`src/hdl/mode_seq_regs.vh`:
```
`ifndef MODE_SEQ_REGS_VH
`define MODE_SEQ_REGS_VH
// operating modes
`define MODE_LOCKOUT       2'h0
`define MODE_NORMAL        2'h1
`define MODE_STANDBY       2'h2
`define MODE_SLEEP         2'h3
// clock period in nanoseconds (200 MHz)
`define CLK_PERIOD_NS      5
// idle timeouts in their own units
`define STANDBY_IDLE_US    75
`define SLEEP_IDLE_MS      10
// longest wake delays in nanoseconds
`define WAKE_STANDBY_NS    200
`define WAKE_SLEEP_NS      1000
// timeouts in cycles
`define STANDBY_IDLE_CYC   ((`STANDBY_IDLE_US * 1000) / `CLK_PERIOD_NS)
`define SLEEP_IDLE_CYC     ((`SLEEP_IDLE_MS * 1000000) / `CLK_PERIOD_NS)
// wake settling cycles (longest time, rounded down)
`define WAKE_STANDBY_CYC   (`WAKE_STANDBY_NS / `CLK_PERIOD_NS)
`define WAKE_SLEEP_CYC     (`WAKE_SLEEP_NS / `CLK_PERIOD_NS)
`define TIMER_W            24
`endif

```
`src/hdl/mode_sequencer.v`:
```
`timescale 1ns/10ps
`default_nettype none
`include "mode_seq_regs.vh"
// Operation
// below supply-good, hold all internal functions off in lockout
// lockout keeps gate drive off whatever the command input does
// after supply good, enter normal mode on command going high; the code enters on a high command level, with no rising edge needed
// supply fail from any active mode disables drive, returns to lockout
// in normal mode gate drive follows command input
// in normal mode enable sense output while transistor is on
// command low for standby timeout enters standby
// standby keeps drive off and current sense off
// further low for sleep timeout moves standby to sleep
// sleep keeps drive off and shuts remaining functions
// first rising command edge wakes to normal within bounded delay
// controller expects standby or sleep when it stops pulsing
// controller tolerates wake delay after leaving lockout
// any high command level clears idle timers
// sleep timeout starts only after standby entry
module mode_sequencer
#(
   parameter STANDBY_CYC = `STANDBY_IDLE_CYC,
   parameter SLEEP_CYC   = `SLEEP_IDLE_CYC
)
(
   input  wire       ref_clk,
   input  wire       rstn,
   input  wire       supply_good,
   input  wire       supply_fail,
   input  wire       pwm_cmd,
   output reg        gate_drive,
   output reg        sense_enable,
   output reg        sense_power,
   output reg        core_power,
   output reg  [1:0] mode
);
   localparam [`TIMER_W-1:0] STBY_LIM = STANDBY_CYC[`TIMER_W-1:0];
   localparam [`TIMER_W-1:0] SLP_LIM  = SLEEP_CYC[`TIMER_W-1:0];

   reg        cmd_d_r;
   reg        armed_r;
   reg  [1:0] mode_nxt;
   reg        gate_nxt;
   reg        sense_en_nxt;
   reg        sense_pwr_nxt;
   reg        core_pwr_nxt;
   wire       supply_ok;
   wire       in_normal;
   wire       in_standby;
   wire       rise;
   wire       stby_exp;
   wire       slp_exp;

   // ======================================================
   // supply qualification
   // fail outranks good when both comparators are high
   // armed one edge after the supply is seen good
   assign supply_ok = supply_good && !supply_fail;

   // lockout waits for this flag as well as the level
   always @(posedge ref_clk or negedge rstn)
   begin
      if (!rstn)
      begin
         armed_r <= 1'b0;
      end
      else
      begin
         // supply must be good before lockout may be left
         armed_r <= supply_ok;
      end
   end

   // ======================================================
   // command edge detection
   // the pin idles low, so a low reset value gives no false
   // edge when reset is released
   always @(posedge ref_clk or negedge rstn)
   begin
      if (!rstn)
      begin
         cmd_d_r <= 1'b0;
      end
      else
      begin
         cmd_d_r <= pwm_cmd;
      end
   end

   assign rise = pwm_cmd && !cmd_d_r;

   // ======================================================
   // current mode decode
   assign in_normal  = (mode == `MODE_NORMAL);
   assign in_standby = (mode == `MODE_STANDBY);

   // ======================================================
   // idle timers
   // a high command clears both, so only an unbroken low counts
   // the sleep timer starts at standby entry, after the standby one
   // both limits must fit the timer width
   idle_timer #(.W(`TIMER_W)) u_stby
   (
      .ref_clk (ref_clk),
      .rstn    (rstn),
      .clear   (pwm_cmd),
      .run     (in_normal),
      .limit   (STBY_LIM),
      .expired (stby_exp)
   );

   idle_timer #(.W(`TIMER_W)) u_slp
   (
      .ref_clk (ref_clk),
      .rstn    (rstn),
      .clear   (pwm_cmd),
      .run     (in_standby),
      .limit   (SLP_LIM),
      .expired (slp_exp)
   );

   // ======================================================
   // mode state machine
   // wake needs a rising edge, a level alone does not wake
   always @*
   begin
      // hold the mode unless a transition below fires
      mode_nxt = mode;
      case (mode)
         `MODE_LOCKOUT:
         begin
            // leave only once armed and commanded high
            if (armed_r && supply_ok && pwm_cmd)
            begin
               mode_nxt = `MODE_NORMAL;
            end
         end
         `MODE_NORMAL:
         begin
            // an unbroken low interval drops to standby
            if (stby_exp && !pwm_cmd)
            begin
               mode_nxt = `MODE_STANDBY;
            end
         end
         `MODE_STANDBY:
         begin
            // wake takes priority over the sleep timeout
            if (rise)
            begin
               mode_nxt = `MODE_NORMAL;
            end
            else if (slp_exp && !pwm_cmd)
            begin
               mode_nxt = `MODE_SLEEP;
            end
         end
         `MODE_SLEEP:
         begin
            // one cycle wake, inside both wake bounds
            if (rise)
            begin
               mode_nxt = `MODE_NORMAL;
            end
         end
         default:
         begin
            // unused code falls back to lockout
            mode_nxt = `MODE_LOCKOUT;
         end
      endcase
      // supply fail overrides every other transition
      if (supply_fail)
      begin
         mode_nxt = `MODE_LOCKOUT;
      end
   end

   // ======================================================
   // mode register
   // binary codes, lockout is zero
   // a reset anywhere returns to lockout
   always @(posedge ref_clk or negedge rstn)
   begin
      if (!rstn)
      begin
         mode <= `MODE_LOCKOUT;
      end
      else
      begin
         mode <= mode_nxt;
      end
   end

   // ======================================================
   // output decode
   // decoded from the next mode so outputs change on the same
   // edge as the mode register
   always @*
   begin
      // defaults keep every output off
      gate_nxt      = 1'b0;
      sense_en_nxt  = 1'b0;
      sense_pwr_nxt = 1'b0;
      core_pwr_nxt  = 1'b0;
      case (mode_nxt)
         `MODE_NORMAL:
         begin
            // drive and sense follow the command
            gate_nxt      = pwm_cmd;
            sense_en_nxt  = pwm_cmd;
            sense_pwr_nxt = 1'b1;
            core_pwr_nxt  = 1'b1;
         end
         `MODE_STANDBY:
         begin
            // drive and current sense off, core kept up
            gate_nxt      = 1'b0;
            sense_en_nxt  = 1'b0;
            sense_pwr_nxt = 1'b0;
            core_pwr_nxt  = 1'b1;
         end
         `MODE_SLEEP:
         begin
            // everything off
            gate_nxt      = 1'b0;
            sense_en_nxt  = 1'b0;
            sense_pwr_nxt = 1'b0;
            core_pwr_nxt  = 1'b0;
         end
         `MODE_LOCKOUT:
         begin
            // command ignored, all functions held off
            gate_nxt      = 1'b0;
            sense_en_nxt  = 1'b0;
            sense_pwr_nxt = 1'b0;
            core_pwr_nxt  = 1'b0;
         end
         default:
         begin
            // unused code, all off
            gate_nxt      = 1'b0;
            sense_en_nxt  = 1'b0;
            sense_pwr_nxt = 1'b0;
            core_pwr_nxt  = 1'b0;
         end
      endcase
   end

   // ======================================================
   // output registers
   // gate drive
   always @(posedge ref_clk or negedge rstn)
   begin
      if (!rstn)
      begin
         gate_drive <= 1'b0;
      end
      else
      begin
         gate_drive <= gate_nxt;
      end
   end

   // sense output enable
   always @(posedge ref_clk or negedge rstn)
   begin
      if (!rstn)
      begin
         sense_enable <= 1'b0;
      end
      else
      begin
         sense_enable <= sense_en_nxt;
      end
   end

   // current-sense circuitry power
   always @(posedge ref_clk or negedge rstn)
   begin
      if (!rstn)
      begin
         sense_power <= 1'b0;
      end
      else
      begin
         sense_power <= sense_pwr_nxt;
      end
   end

   // remaining internal functions power
   always @(posedge ref_clk or negedge rstn)
   begin
      if (!rstn)
      begin
         core_power <= 1'b0;
      end
      else
      begin
         core_power <= core_pwr_nxt;
      end
   end
endmodule // mode_sequencer
`default_nettype wire

```
`src/hdl/idle_timer.v`:
```
`timescale 1ns/10ps
`default_nettype none
// counts consecutive enabled cycles; expired is a level once limit reached
module idle_timer
#(
   parameter W = 24
)
(
   input  wire         ref_clk,
   input  wire         rstn,
   input  wire         clear,
   input  wire         run,
   input  wire [W-1:0] limit,
   output reg          expired
);
   reg [W-1:0] count_r;

   always @(posedge ref_clk or negedge rstn)
   begin
      if (!rstn)
      begin
         count_r <= {W{1'b0}};
         expired <= 1'b0;
      end
      else if (clear || !run)
      begin
         count_r <= {W{1'b0}};
         expired <= 1'b0;
      end
      else if (count_r + 1'b1 >= limit)
      begin
         expired <= 1'b1;
      end
      else
      begin
         count_r <= count_r + 1'b1;
      end
   end
endmodule // idle_timer
`default_nettype wire

```
`config.mk`:
```
export PLATFORM = sky130hd
export DESIGN_NAME = mode_sequencer
export DESIGN_NICKNAME = d
export VERILOG_FILES = /design/src/hdl/mode_sequencer.v /design/src/hdl/idle_timer.v
export VERILOG_INCLUDE_DIRS = /design/src /design/src/hdl
export SDC_FILE = /design/constraint.sdc
export NUM_CORES = 1
export LEC_CHECK = 0
export ABC_AREA = 1
export BUFFER_PORTS_ARGS = -buffer_cell sky130_fd_sc_hd__buf_2
export CORE_AREA = 2 2 87 89
export CTS_CLUSTER_DIAMETER = 60
export CTS_CLUSTER_SIZE = 10
export DETAILED_ROUTE_END_ITERATION = 16
export DIE_AREA = 0 0 89 91
export GPL_ROUTABILITY_DRIVEN = 0
export PLACE_DENSITY_LB_ADDON = 0.12
export SLEW_MARGIN = 20
export SYNTH_ARGS = -nofsm -noshare
export SYNTH_HDL_FRONTEND = slang
export SYNTH_SLANG_ARGS = --single-unit
```
`constraint.sdc`:
```
create_clock -name ref_clk -period 2 [get_ports ref_clk]
set_input_delay 0.4 -clock ref_clk [delete_from_list [all_inputs] [get_ports ref_clk]]
set_output_delay 0.4 -clock ref_clk [all_outputs]
set_load 0.01 [all_outputs]
```
# After elaboration in Yosys (flattened, before gate mapping)

Cells that the tools add are included.

$add $sub $neg: 2
Magnitude comparators: 2
Eq/ne operators: 8
Multiplexer cells: 18
Reduce and logical (&&, ||, !) cells: 20

Operators with widths:

| kind                  | count |
|---|---|
| $mux 24               | 4 |
| $add 24x1->24 const B | 2 |
| $ge 24x14->1 const B  | 1 |
| $ge 24x21->1 const B  | 1 |
| $mux 2                | 6 |
| $eq 2x2->1 const B    | 4 |
| $pmux 2 s4            | 1 |
| $logic_and 1x1->1     | 6 |
| $pmux 1 s2            | 3 |
| $logic_not 1->1       | 5 |
| $eq 2x1->1 const B    | 2 |
| $logic_not 2->1       | 2 |
| $mux 1                | 4 |
| $ne 2x1->1 const B    | 2 |
| $reduce_bool 2->1     | 2 |
| $reduce_or 2->1       | 2 |
| $reduce_or 3->1       | 1 |
| $logic_or 1x1->1      | 2 |

Register bits: 57
Input bits: 5
Output and inout bits: 6
Logic and storage cells: 60

# Depth between registers and ports, before layout

Depth after elaboration: 10
Gate-level depth with buffers: 17
Depth with buffers taken out: 15

# Hierarchy

From an unflattened synthesis, not the netlist that was laid out.

Cells, all modules: 790
Area, all modules: 5465.2 µm²

Modules (own cells, without submodules):

| module         | instances | cells an instance | area each (µm²) | sequential area each (µm²) |
|---|---|---|---|---|
| idle_timer     | 2         | 376               | 2570.0          | 625.6 |
| mode_sequencer | 1         | 38                | 325.3           | 175.2 |

# Least setup slack after synthesis

No wires, ideal clock.

Path kind: reg2reg
From: reg u_stby.count_r[0]
To: reg u_stby.expired
Library setup time: 0.119 ns
Arrival time: 1.911 ns
Data required time: 1.881 ns
Path slack: -0.030 ns
Stages on the path, launching flop included: 15
Path buffers: 2
Period minus slack after synthesis: 2.030 ns
Cell sequence: dfrtp_1 ha_1 buf_2 nand3_1 inv_2 nand2_1 o21ai_1 nand2_1 nor2_1 nand3_1 nor2_4 nand2_4 nand2_2 buf_6 nand2_2

Word-level cells in the longest chain between the ends: 3

Ends and longest elaborated chain:

| what                        | RTL line        | text |
|---|---|---|
| start: declaration          | idle_timer.v:16 | `reg [W-1:0] count_r;` |
| start signal: assignment    | idle_timer.v:22 | `count_r <= {W{1'b0}};` |
| start signal: assignment    | idle_timer.v:27 | `count_r <= {W{1'b0}};` |
| start signal: assignment    | idle_timer.v:36 | `count_r <= count_r + 1'b1;` |
| $add 24x1->24               | idle_timer.v:30 | `else if (count_r + 1'b1 >= limit)` |
| $ge 24x14->1                | idle_timer.v:30 |  |
| $reduce_bool 2->1 (no line) | n/a             |  |
| end signal: assignment      | idle_timer.v:23 | `expired <= 1'b0;` |
| end signal: assignment      | idle_timer.v:28 | `expired <= 1'b0;` |
| end signal: assignment      | idle_timer.v:32 | `expired <= 1'b1;` |
| end: declaration            | idle_timer.v:14 | `output reg expired` |

No other way between the ends.
A chain may end at the register's enable or synchronous reset.

# Worst setup path after layout

From: reg u_stby.count_r[15]
To: reg u_stby.count_r[19]

Word-level cells in the longest chain between the ends: 3
Elaborated cells on any way between the ends: 5
Classes of those cells: 1 x add/sub; 1 x order compare; 1 x eq/ne; 2 x mux

Ends and longest elaborated chain:

| what                                                   | RTL line |
|---|---|
| $add 24x1->24 (*)                                      | idle_timer.v:30, idle_timer.v:36 |
| $ge 24x14->1 / $mux 24 (equally long branches)         | idle_timer.v:30 |
| $ne 2x1->1 (no line) / $mux 24 (equally long branches) | n/a |

Every way passes the cells marked *; elsewhere a longest branch is shown, timed or not. The select of a mux whose other input is x is not followed.

==> flow_metrics.tcl <==
set metrics [dict create \
    yosys_warnings 0 \
    clock-sinks 57 \
    synth_cells 548 \
    io-pin-count 11 \
    post-synth-top-area-cell "dfrtp_1" \
    fin_skew_ns 0.0121 \
    drtPass1Iterations 4 \
    vias 3998 \
    maxSlewHeadroom_pct 72.1 \
    routedWlPerCell_um 14.0 \
    synth.area.top_cells "dfrtp_1 (38%), nand2_1 (17%), nand3_1 (8.5%)" \
    slowest_delay_ns 0.41 \
    fp.dieW_um 89 \
    syn_nets 556 \
    power.density_nw_per_um2 430 \
    drv_cap 0 \
    ant_nets 0 \
    violations "setup timing" \
    grt_pass1_vias 3879 \
    tightest_slew_ns 0.419 \
    synth_cell_types 28 \
    fin_util_pct 72.1 \
    start_kind "flip-flop" \
    path_cells "nand2_1, nor2_1, nand3_1, nor2_1, nand2_1, xor2_1, nand3_1, nor2_4, nand2_4, nand2_8, clkbuf_16, nor2_2" \
    clk_path_buf_depth 2 \
    fmax_mhz 470 \
    drtIter0Drc 181 \
    cts_root_buf "clkbuf_8" \
    critPathKind "flip-flop to flip-flop" \
    synth_area_sq_um 3760 \
    drive_gt1_share_pct 33.5 \
    h-tree-depth 3 \
    io_buffers 10 \
    holdBufCountCts 0 \
    antenna_cells 0 \
    ir_worst_vdd_uv 325 \
    design_power_total_mw 2.22 \
    rows 31 \
    slowest_stage "dfrtp_1" \
    grt_max_degree 58 \
    finalWirelength_um 10500 \
    p_leak_nw 2.54 \
    yosysMostFrequentCell "nand2_1" \
    crit_required_ns 2.23 \
    grt_pass1_wl_um 17200 \
    clk_pin_slew_ns 0.08 \
    worstSetupEndpointType "flip-flop" \
    hold_viol 0 \
    hp-class "primary input to asynchronous set/reset pin" \
    dpl.hpwl_um 6790 \
    antenna_found_initial 0 \
    avgViaCountPerCell 5.36 \
    cts_tree "built" \
    outcome "finished, violations left" \
    yosys.area.top_type_share_pct 37.9 \
    cts_buffers 9 \
    coreArea_sq_um 7140 \
    grt_overflow 0 \
    ys_seq_elements 57 \
    synth-edff-count 0 \
    setup_viol 50 \
    crit_arrival_ns 2.36 \
    drv_slew 0 \
    fin_crit_sh_pct 106 \
    synth.yosys.seq_area_share_pct 37.9 \
    drc 0 \
    initial_core_util_pct 52.7 \
    setup_ws_ns -0.127 \
    clk_latency_ns 0.34 \
    fin_cells 746 \
    syn_avg_cell_area_sq_um 6.87 \
    grt_use_total_pct 26.7 \
    dominantRegCellSynth "dfrtp_1" \
    synthArstFlopShare_pct 100 \
    rsz0062_at_grt "true" \
    die_h_um 91 \
    period_needed_ns 2.13 \
    crit_fanout 6 \
    ys_top_cells_by_count "nand2_1 (166), inv_1 (64), nand3_1 (64), dfrtp_1 (57), nor2_1 (57)" \
    nNetsFinal 650 \
    place_inst 709 \
    fp.dieArea_sq_um 8100 \
    syn2layout_area_growth_pct 36.7 \
]
==> critical path, delay by kind of cell, from the launching register on <==
family                    cells  cell delay (ns)
xor gates and xnor gates      1             0.13
buffers and inverters         1             0.16
DFF                           1             0.41
and+or+nand+nor              10             1.32
==> cell usage in the layout (no fill, tap or decap), types with 3 or more instances in the layout <==
cell and count:
xor2_1 10, o21ai_0 5, nor3_2 3, nand3_1 41
xnor2_1 6, nand2_2 18, nand3_2 22, dfrtp_1 52
nor2_2 23, nor2_4 12, buf_6 11, nor3_1 5
buf_4 76, inv_1 63, nand4_1 44, nor2_1 42
nand2_1 149, clkbuf_8 10, nand3b_1 5, dfrtp_2 5
buf_2 10, buf_12 3, nand2_4 6
==> layout make-up <==
| class | instances | area, sq um |
|---|---|---|
| flip-flops and latches | 57 | 1430 |
| clock inverters | 6 | 42.5 |
| multi-input cells | 405 | 2290 |
| clock buffers | 10 | 138 |
| well taps | 99 | 124 |
| inverters | 66 | 250 |
| repair buffers | 103 | 870 |
| fillers | 571 | 1990 |
==> repair_timing <==
item / 4_1_cts / 5_1_grt
setup buffers: 9 / 9
endpoints found under the hold margin: 0 / 0
gates cloned: 2 / 2
gates resized for setup: 37 / 60
pin swaps: 7 / 31
endpoints found under the setup margin: 50 / 50
==> state kept, by name (all words and copies together), names as in the netlist <==
| signal | flops |
|---|---|
| armed_r | 1 |
| cmd_d_r | 1 |
| core_power | 1 |
| mode | 2 |
| sense_enable | 1 |
| sense_power | 1 |
| u_slp.count_r | 24 |
| u_slp.expired | 1 |
| u_stby.count_r | 24 |
| u_stby.expired | 1 |
==> cells by family after synthesis <==
| logic type | synth area share, % |
|---|---|
| and+or+nand+nor | 45.7 |
| buffers and inverters | 9.61 |
| DFF | 37.9 |
| xor gates and xnor gates | 3.96 |
| AOI/OAI and AO/OA | 1.80 |
| adders and majority gates | 0.997 |
==> where the power goes <==
part	internal [mW]	switching (mW)	total (mW)
clock network	0.485	0.526	1.01
logic	0.0115	0.0351	0.0466
registers	1.16	0.00176	1.16
==> layer usage <==
metal  global-route usage (%)  share of wire [%]
met1                     33.6                 42
met2                     44.6                 52
met3                     5.36                3.3
met4                     9.95                2.1
met5                        0                  0
==> metrics by stage <==
step	worst slack, ns	TNS (ns)	instance area, sq um	hold WS, ns
6_report	-0.127	-4.63	5150	0.0506
5_1_grt	-0.269	-11.14	5150	0.0654
4_1_cts	-0.0504	-0.897	4800	0.0522
3_5_place_dp	-0.147	-5.76	4410	0.427
3_3_place_gp	-0.133	-3.04	4410	0.423
2_1_floorplan	0.0103	0	3770	0.104
==> final timing paths <==
check | start | endpoint | slack, ns | cells past startpoint
worst max-delay path | u_stby.count_r[15] | u_stby.count_r[19] | -0.13 | 12
worst min-delay path | rstn | u_stby.count_r[10] | 0.05 | 2
worst max register to register | u_stby.count_r[15] | u_stby.count_r[19] | -0.13 | 12
worst min register to register | u_stby.expired | mode[0] | 0.51 | 1
max in group asynchronous | rstn | u_stby.count_r[0] | 1.68 | 2
min in group ref_clk | supply_fail | armed_r | 0.26 | 2
Note: power is estimated with default switching activity, not from simulation.
